[src/hw/uch_pkg.sv]
// Purpose: Shared constants and carriers for the serial command packet handler
// Assumes: 100 MHz ref_clk, 115200 baud 8N1 link
// Notes:   Marker words hold byte 0 in bits 7:0
package uch_pkg;
    // ------------------------------------------------------------
    // Timing
    // ------------------------------------------------------------
    localparam int         CLK_HZ      = 100_000_000;
    localparam int         BAUD        = 115200;
    localparam logic [9:0] BAUD_DIV    = 10'(CLK_HZ / BAUD - 1);
    localparam logic [9:0] HALF_DIV    = 10'(CLK_HZ / BAUD / 2 - 1);
    localparam int         GAP_US      = 1000;
    localparam int         GAP_DEFAULT = CLK_HZ / 1_000_000 * GAP_US;
    // ------------------------------------------------------------
    // Frame layout
    // ------------------------------------------------------------
    localparam logic [31:0] START_MARK   = 32'h44434241;
    localparam logic [31:0] END_MARK     = 32'h41424344;
    localparam int          FLG_READ     = 7;
    localparam int          FLG_REPLY    = 6;
    localparam logic [1:0]  RESP_OK      = 2'h0;
    localparam logic [1:0]  RESP_NACK    = 2'h1;
    localparam logic [7:0]  ERR_FLAGS    = 8'h10;
    localparam logic [15:0] CMD_BYTES    = 16'h0002;
    localparam logic [15:0] FULL_PKT_LEN = 16'h0040;
    localparam logic [3:0]  HEAD_LAST    = 4'hd;
    localparam logic [3:0]  ERR_HEAD_LAST = 4'hb;
    // ------------------------------------------------------------
    // Command codes
    // ------------------------------------------------------------
    localparam logic [7:0]  GRP_FILE                = 8'h00;
    localparam logic [7:0]  GRP_TEST                = 8'h01;
    localparam logic [7:0]  FILE_FIRST              = 8'h2a;
    localparam logic [7:0]  FILE_LAST               = 8'h2e;
    localparam logic [7:0]  FILE_WRITE_SIZE_CMD     = 8'h2a;
    localparam logic [15:0] FILE_WRITE_SIZE_IN      = 16'h0006;
    localparam logic [7:0]  FILE_READ_DATA_CMD      = 8'h2e;
    localparam logic [7:0]  TEST_FIRST              = 8'h01;
    localparam logic [7:0]  TEST_LAST               = 8'h0d;
    localparam logic [7:0]  TEST_HOLE               = 8'h0a;
    localparam logic [7:0]  CONTROLLER_POWER_UP_CMD = 8'h05;
    localparam logic [15:0] CONTROLLER_POWER_UP_IN  = 16'h0002;

    typedef enum logic [1:0] {P_START, P_HDR, P_PAY, P_TRAIL} uch_parse_type;
    typedef enum logic [1:0] {T_IDLE, T_HEAD, T_DATA, T_TRAIL} uch_tx_type;

    typedef struct packed {
        logic [7:0]  flags;
        logic [7:0]  seq;
        logic [15:0] len;
        logic [7:0]  grp;
        logic [7:0]  cmd;
    } uch_hdr_type;

    typedef struct packed {
        logic        nack;
        logic [15:0] len;
        logic [31:0] sum;
    } uch_rsp_type;
endpackage : uch_pkg

[src/hw/uch_packet_handler.sv]
// Purpose: Receive framed command packets, dispatch them, send replies and error frames
// Assumes: Command actions sit outside on the cmd/pld/rsp ports
// Notes:   Payload streams out unchecked; discard it on pkt_bad
`timescale 1ns/1ps
module uch_packet_handler
    import uch_pkg::*;
#(
    parameter int         GAP_CYCLES = GAP_DEFAULT,  // Inter-byte timeout in clocks
    parameter logic [9:0] BIT_DIV    = BAUD_DIV,     // Clocks per bit minus one
    parameter logic [9:0] HALF_BIT   = HALF_DIV      // Clocks to mid start bit minus one
) (
    input  wire logic        ref_clk,         // System clock
    input  wire logic        rst_n,           // Synchronous reset
    input  wire logic        serial_in,       // Link receive line
    output logic             serial_out,      // Link transmit line
    output logic             cmd_start,       // Command accepted, pulse
    output uch_hdr_type      cmd_hdr,         // Accepted command header
    output logic             pld_valid,       // Payload data byte strobe
    output logic [7:0]       pld_data,        // Payload data byte
    output logic             pkt_ok,          // Packet passed checks, pulse
    output logic             pkt_bad,         // Packet rejected, pulse
    input  wire logic        cmd_done,        // Command finished, pulse
    input  wire uch_rsp_type cmd_rsp,         // Outcome with cmd_done
    input  wire logic        rsp_valid,       // Reply data byte valid
    input  wire logic [7:0]  rsp_data,        // Reply data byte
    output logic             rsp_ready        // Reply byte taken
);
    // ------------------------------------------------------------
    // Serial receiver
    // ------------------------------------------------------------
    logic       rx_busy;
    logic [9:0] rx_cnt;
    logic [3:0] rx_bit;
    logic [7:0] rx_sh;
    logic       rx_stb;
    logic [7:0] rx_byte;

    always_ff @(posedge ref_clk) begin
        if (!rst_n) begin
            rx_busy <= 1'b0;
            rx_cnt  <= 10'h0;
            rx_bit  <= 4'h0;
            rx_sh   <= 8'h0;
            rx_stb  <= 1'b0;
            rx_byte <= 8'h0;
        end else begin
            rx_stb <= 1'b0;
            if (!rx_busy) begin
                rx_busy <= !serial_in;
                rx_cnt  <= HALF_BIT;
                rx_bit  <= 4'h0;
            end else if (rx_cnt != 10'h0) begin
                rx_cnt <= rx_cnt - 10'h1;
            end else begin
                rx_cnt <= BIT_DIV;
                if (rx_bit == 4'h9) begin
                    rx_busy <= 1'b0;
                    rx_stb  <= serial_in;                  // Framing error drops the byte
                    rx_byte <= rx_sh;
                end else begin
                    rx_sh  <= {serial_in, rx_sh[7:1]};
                    rx_bit <= rx_bit + 4'h1;
                end
            end
        end
    end

    // ------------------------------------------------------------
    // Frame parser
    // ------------------------------------------------------------
    uch_parse_type pst;
    logic [15:0]   pcnt;
    logic [31:0]   csum;
    logic [31:0]   sum;
    logic [31:0]   gap_cnt;
    logic [7:0]    exp_seq;
    logic          exec_busy;
    logic          need_l;
    uch_hdr_type   hdr;

    wire        st_hit    = rx_byte == START_MARK[{pcnt[1:0], 3'b000} +: 8];
    wire        end_hit   = rx_byte == END_MARK[{pcnt[1:0], 3'b000} +: 8];
    wire        frame_open = (pst != P_START) || (pcnt != 16'h0);
    wire        gap_hit   = frame_open && !rx_stb && gap_cnt == 32'(GAP_CYCLES - 1);
    wire        cont      = hdr.seq != 8'h0;
    wire        seq_ok    = !cont || hdr.seq == exp_seq;
    wire        len_ok    = cont || hdr.len >= CMD_BYTES;
    wire [15:0] rx_len    = {rx_byte, hdr.len[7:0]};
    wire        trail_stb = rx_stb && pst == P_TRAIL;
    wire        trail_end = trail_stb && pcnt == 16'h3;
    wire        good      = end_hit && sum == csum && seq_ok && len_ok && !exec_busy;
    wire        ok_evt    = trail_end && good;
    wire        bad_evt   = trail_stb && (!end_hit || (pcnt == 16'h3 && !good));
    wire        last_pkt  = hdr.len != FULL_PKT_LEN;
    wire        pay_data  = rx_stb && pst == P_PAY && (cont || pcnt >= CMD_BYTES);
    wire [31:0] rx_add    = sum + {24'h0, rx_byte};

    always_ff @(posedge ref_clk) begin
        if (!rst_n) begin
            gap_cnt <= 32'h0;
        end else begin
            gap_cnt <= (rx_stb || !frame_open) ? 32'h0 : gap_cnt + 32'h1;
        end
    end

    always_ff @(posedge ref_clk) begin
        if (!rst_n || gap_hit || bad_evt) begin
            pst  <= P_START;
            pcnt <= 16'h0;
        end else if (rx_stb) begin
            pcnt <= pcnt + 16'h1;
            case (pst)
                P_START: begin
                    if (!st_hit) begin
                        pcnt <= {15'h0, rx_byte == START_MARK[7:0]};
                    end else if (pcnt == 16'h3) begin
                        pst  <= P_HDR;
                        pcnt <= 16'h0;
                        sum  <= 32'h0;
                    end
                end
                P_HDR: begin
                    if (pcnt < 16'h4) begin
                        csum[{pcnt[1:0], 3'b000} +: 8] <= rx_byte;
                    end else begin
                        sum <= rx_add;
                    end
                    if (pcnt == 16'h4) hdr.flags <= rx_byte;
                    if (pcnt == 16'h5) hdr.seq <= rx_byte;
                    if (pcnt == 16'h6) hdr.len[7:0] <= rx_byte;
                    if (pcnt == 16'h7) begin
                        hdr.len[15:8] <= rx_byte;
                        pst  <= (rx_len == 16'h0) ? P_TRAIL : P_PAY;
                        pcnt <= 16'h0;
                    end
                end
                P_PAY: begin
                    sum <= rx_add;
                    if (!cont && pcnt == 16'h0) hdr.cmd <= rx_byte;
                    if (!cont && pcnt == 16'h1) hdr.grp <= rx_byte;
                    if (pcnt == hdr.len - 16'h1) begin
                        pst  <= P_TRAIL;
                        pcnt <= 16'h0;
                    end
                end
                default: begin
                    if (pcnt == 16'h3) begin
                        pst  <= P_START;
                        pcnt <= 16'h0;
                    end
                end
            endcase
        end
    end

    // ------------------------------------------------------------
    // Dispatch
    // ------------------------------------------------------------
    wire is_file  = hdr.grp == GRP_FILE && hdr.cmd >= FILE_FIRST && hdr.cmd <= FILE_LAST;
    wire is_test  = hdr.grp == GRP_TEST && hdr.cmd >= TEST_FIRST && hdr.cmd <= TEST_LAST
                    && hdr.cmd != TEST_HOLE;
    wire bad_size = (hdr.grp == GRP_FILE && hdr.cmd == FILE_WRITE_SIZE_CMD
                     && hdr.len != CMD_BYTES + FILE_WRITE_SIZE_IN)
                 || (hdr.grp == GRP_TEST && hdr.cmd == CONTROLLER_POWER_UP_CMD
                     && hdr.len != CMD_BYTES + CONTROLLER_POWER_UP_IN);
    wire known    = (is_file || is_test) && !bad_size;
    wire need_now = hdr.flags[FLG_READ] || hdr.flags[FLG_REPLY];
    wire cmd_need = cont ? need_l : need_now;
    wire dispatch = ok_evt && last_pkt;
    wire fast_nak = dispatch && !known && cmd_need;
    wire rep_set  = fast_nak || (cmd_done && exec_busy && need_l);
    wire err_set  = gap_hit || bad_evt;

    uch_rsp_type rep_rsp;
    logic        err_pend;
    logic        rep_pend;
    uch_tx_type  tst;
    wire         err_take = tst == T_IDLE && err_pend;
    wire         rep_take = tst == T_IDLE && !err_pend && rep_pend;

    always_ff @(posedge ref_clk) begin
        if (!rst_n) begin
            exp_seq   <= 8'h0;
            exec_busy <= 1'b0;
            need_l    <= 1'b0;
            cmd_start <= 1'b0;
            cmd_hdr   <= '0;
            pld_valid <= 1'b0;
            pld_data  <= 8'h0;
            pkt_ok    <= 1'b0;
            pkt_bad   <= 1'b0;
            rep_rsp   <= '0;
            err_pend  <= 1'b0;
            rep_pend  <= 1'b0;
        end else begin
            pld_valid <= pay_data;
            pld_data  <= rx_byte;
            pkt_ok    <= ok_evt;
            pkt_bad   <= bad_evt || gap_hit;
            cmd_start <= dispatch && known;
            err_pend  <= err_set || (err_pend && !err_take);   // Set wins over take
            rep_pend  <= rep_set || (rep_pend && !rep_take);
            if (gap_hit || bad_evt) exp_seq <= 8'h0;
            if (ok_evt) begin
                exp_seq <= last_pkt ? 8'h0 : hdr.seq + 8'h1;
                need_l  <= cmd_need;
                cmd_hdr <= cont ? cmd_hdr : hdr;
            end
            if (dispatch && known) exec_busy <= 1'b1;
            else if (cmd_done) exec_busy <= 1'b0;
            if (fast_nak) rep_rsp <= '{nack: 1'b1, len: 16'h0, sum: 32'h0};
            else if (cmd_done && exec_busy) rep_rsp <= cmd_rsp;
        end
    end

    // ------------------------------------------------------------
    // Frame transmitter
    // ------------------------------------------------------------
    logic [3:0]  tidx;
    logic        terr;
    logic [15:0] tdl;
    logic [31:0] tcs;
    logic [7:0]  tflags;
    logic [7:0]  tseq;
    logic [15:0] tlen;
    logic [9:0]  tx_sh;
    logic [9:0]  tx_cnt;
    logic [3:0]  tx_left;
    logic [7:0]  tbyte;

    wire        tx_busy   = tx_left != 4'h0;
    wire        tx_go     = !tx_busy && tst != T_IDLE && (tst != T_DATA || rsp_valid);
    wire [1:0]  rep_resp  = rep_rsp.nack ? RESP_NACK : RESP_OK;
    wire [7:0]  rep_flags = {cmd_hdr.flags[FLG_READ], 1'b0, rep_resp, 4'h0};
    wire [15:0] rep_len   = rep_rsp.len + CMD_BYTES;
    wire [31:0] rep_cs    = rep_rsp.sum + {24'h0, rep_flags} + {24'h0, cmd_hdr.seq}
                          + {24'h0, rep_len[7:0]} + {24'h0, rep_len[15:8]}
                          + {24'h0, cmd_hdr.cmd} + {24'h0, cmd_hdr.grp};
    wire [3:0]  head_last = terr ? ERR_HEAD_LAST : HEAD_LAST;
    assign rsp_ready = tst == T_DATA && !tx_busy;

    always_comb begin
        tbyte = END_MARK[{tidx[1:0], 3'b000} +: 8];
        if (tst == T_DATA) tbyte = rsp_data;
        else if (tst == T_HEAD) begin
            if (tidx < 4'h4) tbyte = START_MARK[{tidx[1:0], 3'b000} +: 8];
            else if (tidx < 4'h8) tbyte = tcs[{tidx[1:0], 3'b000} +: 8];
            else if (tidx == 4'h8) tbyte = tflags;
            else if (tidx == 4'h9) tbyte = tseq;
            else if (tidx == 4'ha) tbyte = tlen[7:0];
            else if (tidx == 4'hb) tbyte = tlen[15:8];
            else if (tidx == 4'hc) tbyte = cmd_hdr.cmd;
            else tbyte = cmd_hdr.grp;
        end
    end

    always_ff @(posedge ref_clk) begin
        if (!rst_n) begin
            tst <= T_IDLE;
            tidx <= 4'h0;
            terr <= 1'b0;
            tdl <= 16'h0;
            tcs <= 32'h0;
            tflags <= 8'h0;
            tseq <= 8'h0;
            tlen <= 16'h0;
        end else if (err_take) begin
            tst <= T_HEAD;
            {tidx, terr, tdl} <= {4'h0, 1'b1, 16'h0};
            {tcs, tflags, tseq, tlen} <= {24'h0, ERR_FLAGS, ERR_FLAGS, 8'h0, 16'h0};
        end else if (rep_take) begin
            tst <= T_HEAD;
            {tidx, terr, tdl} <= {4'h0, 1'b0, rep_rsp.len};
            {tcs, tflags, tseq, tlen} <= {rep_cs, rep_flags, cmd_hdr.seq, rep_len};
        end else if (tx_go) begin
            tidx <= tidx + 4'h1;
            case (tst)
                T_HEAD: begin
                    if (tidx == head_last) begin
                        tst  <= (tdl != 16'h0) ? T_DATA : T_TRAIL;
                        tidx <= 4'h0;
                    end
                end
                T_DATA: begin
                    tdl <= tdl - 16'h1;
                    if (tdl == 16'h1) tst <= T_TRAIL;
                    tidx <= 4'h0;
                end
                default: begin
                    if (tidx == 4'h3) tst <= T_IDLE;
                end
            endcase
        end
    end

    always_ff @(posedge ref_clk) begin
        if (!rst_n) begin
            tx_sh   <= 10'h3ff;
            tx_cnt  <= 10'h0;
            tx_left <= 4'h0;
        end else if (tx_go) begin
            tx_sh   <= {1'b1, tbyte, 1'b0};
            tx_cnt  <= BIT_DIV;
            tx_left <= 4'ha;
        end else if (tx_busy) begin
            tx_cnt <= (tx_cnt == 10'h0) ? BIT_DIV : tx_cnt - 10'h1;
            if (tx_cnt == 10'h0) begin
                tx_sh   <= {1'b1, tx_sh[9:1]};
                tx_left <= tx_left - 4'h1;
            end
        end
    end
    assign serial_out = tx_sh[0];
endmodule : uch_packet_handler

[config.mk]
export PLATFORM = sky130hd
export DESIGN_NAME = uch_packet_handler
export DESIGN_NICKNAME = d
export VERILOG_FILES = /design/src/hw/uch_pkg.sv /design/src/hw/uch_packet_handler.sv
export SDC_FILE = /design/constraint.sdc
export NUM_CORES = 1
export LEC_CHECK = 0
export BUFFER_PORTS_ARGS = -buffer_cell sky130_fd_sc_hd__buf_2
export CAP_MARGIN = 40
export CORE_ASPECT_RATIO = 0.7
export CORE_UTILIZATION = 47
export DETAILED_ROUTE_END_ITERATION = 10
export PLACE_DENSITY = 0.75
export RECOVER_POWER = 25
export SYNTH_ARGS = -nofsm -noshare
export SYNTH_HDL_FRONTEND = slang
export SYNTH_SLANG_ARGS = --single-unit
[constraint.sdc]
create_clock -name ref_clk -period 15.2 [get_ports ref_clk]
set_clock_uncertainty 0.2 [all_clocks]
set_input_delay 4.56 -clock ref_clk [delete_from_list [all_inputs] [get_ports ref_clk]]
set_output_delay 4.56 -clock ref_clk [all_outputs]
set_load 0.01 [all_outputs]
==> flow_metrics.tcl <==
set metrics [dict create \
    status "complete, but fails checks" \
    failed_checks "capacitance limit, slew limit" \
    syn_to_final_growth_pct 12.82 \
    synth_edf_count 112 \
    r2r_start "rep_rsp[33]" \
    avgViaCountPerCell 5.737 \
    initial_utilization 0.4774 \
    setup_violations 0 \
    drt-total-wl_um 56290 \
    hold_class "register to register" \
    detail_route.iter0.violations 1809 \
    crit_type "input port to register" \
    wire_per_inst_um 18.68 \
    r2r_end "tcs[29]" \
    netlist_area_um2 20870 \
    rsz0062_at_grt "false" \
    cts_setup_buffers 0 \
    slew-limit-headroom -0.09250 \
    pwr_density_cell_nw_per_um2 102.5 \
    yosysWarnings 0 \
    p_leak_nw 8.708 \
    ys_async_sr_fraction 0 \
    setup_tns_ns 0 \
    placed_cells 2935 \
    syn_avg_cell_area_um2 9.059 \
    grt_use_total 0.2457 \
    hold_viol_final 0 \
    min_period_ns 7.558 \
    nets 2544 \
    cts_resized 0 \
    grt_pass1_vias 16070 \
    synthDistinctLibCells 82 \
    synth_nets 2463 \
    stdcell_count 3013 \
    grt_max_degree 67 \
    synth_flop_cell "dfxtp_1" \
    ir_drop_uv 63.41 \
    holdWs_ns 0.2543 \
    die_h_um 178.3 \
    slew_viol_final 63 \
    cts_tree "built" \
    die_w_um 253.9 \
    antenna_left 0 \
    vias 17290 \
    cap_violations 2 \
    cp_data_required_time_ns 15.44 \
    grt_pass1_wl_um 87020 \
    overflow 0 \
    clk_latency_ns 0.55 \
    dp_hpwl_um 40600 \
    drt_pass1_iterations 6 \
    dieArea_um2 45270 \
    core_region_area_um2 43720 \
    drive_above_1_share 0.1030 \
    cpPeakStageDelay_ns 1.17 \
    timing.final.crit_share 0.4972 \
    reg2regPathDepth 20 \
    ys_seq_area_frac 0.4556 \
    hold_path_depth 2 \
    h-tree-depth 2 \
    min_to "cmd_hdr[25]" \
    drcViolationCount 0 \
    start_kind "input port" \
    reg2reg_slack_ns 8.75 \
    num_io_pins 124 \
    crit_chain "buf_2 -> clkbuf_1 -> clkinvlp_2 -> clkbuf_1 -> a221oi_1 -> nand2_1 -> o32a_1" \
    clk_path_buf_depth 3 \
    cts_made_buffers 42 \
    gp_routability_congestion 0.9463 \
    cts_root_buffer "clkbuf_16" \
    max_freq_ghz 0.1323 \
    clk_pin_slew_ns 0.06 \
    worstMarginPinSlew_ns 1.639 \
    ys_seq_elements 419 \
    port_buffers 123 \
    holdCritStartpoint "cmd_hdr[25]" \
    critPathCaptureType "register" \
    worstPathArrival_ns 7.80 \
    postSynthCellCount 2304 \
    antenna_found_initial 3 \
    path_max_fanout 32 \
    place_ws_ns 8.357 \
    cts_hold_buf 0 \
    fin_ws_ns 7.642 \
    path_common_cell "clkbuf_1" \
    fillers 3848 \
    cts_sinks 419 \
    worst_path_max_delay_cell "clkbuf_1" \
    num_rows 64 \
]
flip-flops by register name, summed over array words and instances (netlist names), 9 cells and up:
signal and flops:
pcnt 16, rx_cnt 10, csum 32, tdl 16, tx_sh 9, cmd_hdr 48, hdr 48, tcs 32
gap_cnt 32, tx_cnt 10, sum 32, tlen 16, rep_rsp 49
metrics by stage:
step / util / instance area [um2] / total power, mW
2_1_floorplan: - / 20870 / 1.270
3_3_place_gp: 0.5013 / 21920 / 1.293
3_5_place_dp: 0.5051 / 22080 / 1.301
4_1_cts: 0.5398 / 23600 / 2.425
5_1_grt: 0.5386 / 23550 / 2.489
6_report: 0.5386 / 23550 / 2.414
worst max-delay path by stage:
stage	cells after the start	to	from	slack (ns)
2_1_floorplan	3	sum[0]	rst_n	4.38
3_3_place_gp	6	hdr[44]	rst_n	8.42
3_5_place_dp	6	hdr[40]	rst_n	8.36
4_1_cts	5	rsp_ready	tst[0]	8.38
5_1_grt	7	tx_sh[2]	rst_n	7.40
6_report	7	tx_sh[2]	rst_n	7.64
logic make-up (layout without fill, tap and decap cells):
| family | Yosys count | in the layout | share of synthesized area |
|---|---|---|---|
| DFF | 419 | 419 | 0.4556 |
| AOI/OAI and AO/OA | 398 | 398 | 0.1141 |
| xor gates and xnor gates | 194 | 194 | 0.08141 |
| buffers and inverters | 219 | 333 | 0.04190 |
| other | 0 | 1 | 0 |
| and+or+nand+nor | 945 | 945 | 0.2165 |
| muxes | 32 | 32 | 0.01972 |
| adders and majority gates | 97 | 97 | 0.07073 |
area by class of cell:
cell class	instances	area (um2)	area share
diodes	1	2.502	0.0001063
clock buffers	59	1269	0.05388
multi-input cells	1666	10510	0.4462
flip-flops and latches	419	9509	0.4038
inverters	102	384.1	0.01631
clock inverters	18	250.2	0.01063
well taps	594	743.2	0.03156
repair buffers	154	882.1	0.03746
where the power goes:
part / switching, mW / total [mW] / internal [mW]
sequential: 0.0131 / 1.17 / 1.15
clock: 0.449 / 1.14 / 0.686
combinational: 0.0682 / 0.113 / 0.0447
worst max-delay path, delay by kind of cell:
kind / cells / cell delay (ns)
compound gates: 2 / 0.78
simple gates: 1 / 0.09
buf+inv: 4 / 2.34
layout by cell type (no fill, tap or decap), types with 40 or more instances in the layout:
cell and n:
o21ai_0 48, dfxtp_1 307, nor2_1 229, inv_1 99, nor3_1 68, nand3_1 71
clkbuf_16 45, and3_1 40, buf_2 124, xor2_1 76, a21oi_1 214, edfxtp_1 112
nand2_1 335, ha_1 62, xnor2_1 118
cell usage after synthesis (40+ instances only):
| cell type | number | share of area |
|---|---|---|
| nand2_1 | 336 | 0.060 |
| dfxtp_1 | 307 | 0.29 |
| nor2_1 | 230 | 0.041 |
| a21oi_1 | 214 | 0.051 |
| xnor2_1 | 118 | 0.050 |
| edfxtp_1 | 112 | 0.16 |
| inv_1 | 99 | 0.018 |
| clkbuf_1 | 93 | 0.017 |
| xor2_1 | 76 | 0.032 |
| nand3_1 | 71 | 0.017 |
| nor3_1 | 68 | 0.016 |
| ha_1 | 62 | 0.037 |
| and2_1 | 48 | 0.014 |
| o21ai_0 | 47 | 0.011 |
| and3_1 | 40 | 0.012 |
per-layer routing:
metal	global-route usage	up-vias	wire length [um]
met5	0	-	28
met4	0.08710	4	1845
met3	0.05676	141	5042
met2	0.3537	710	23720
met1	0.3577	8317	25650
li1	-	8114	-
Note: power is estimated with default switching activity, not from simulation.
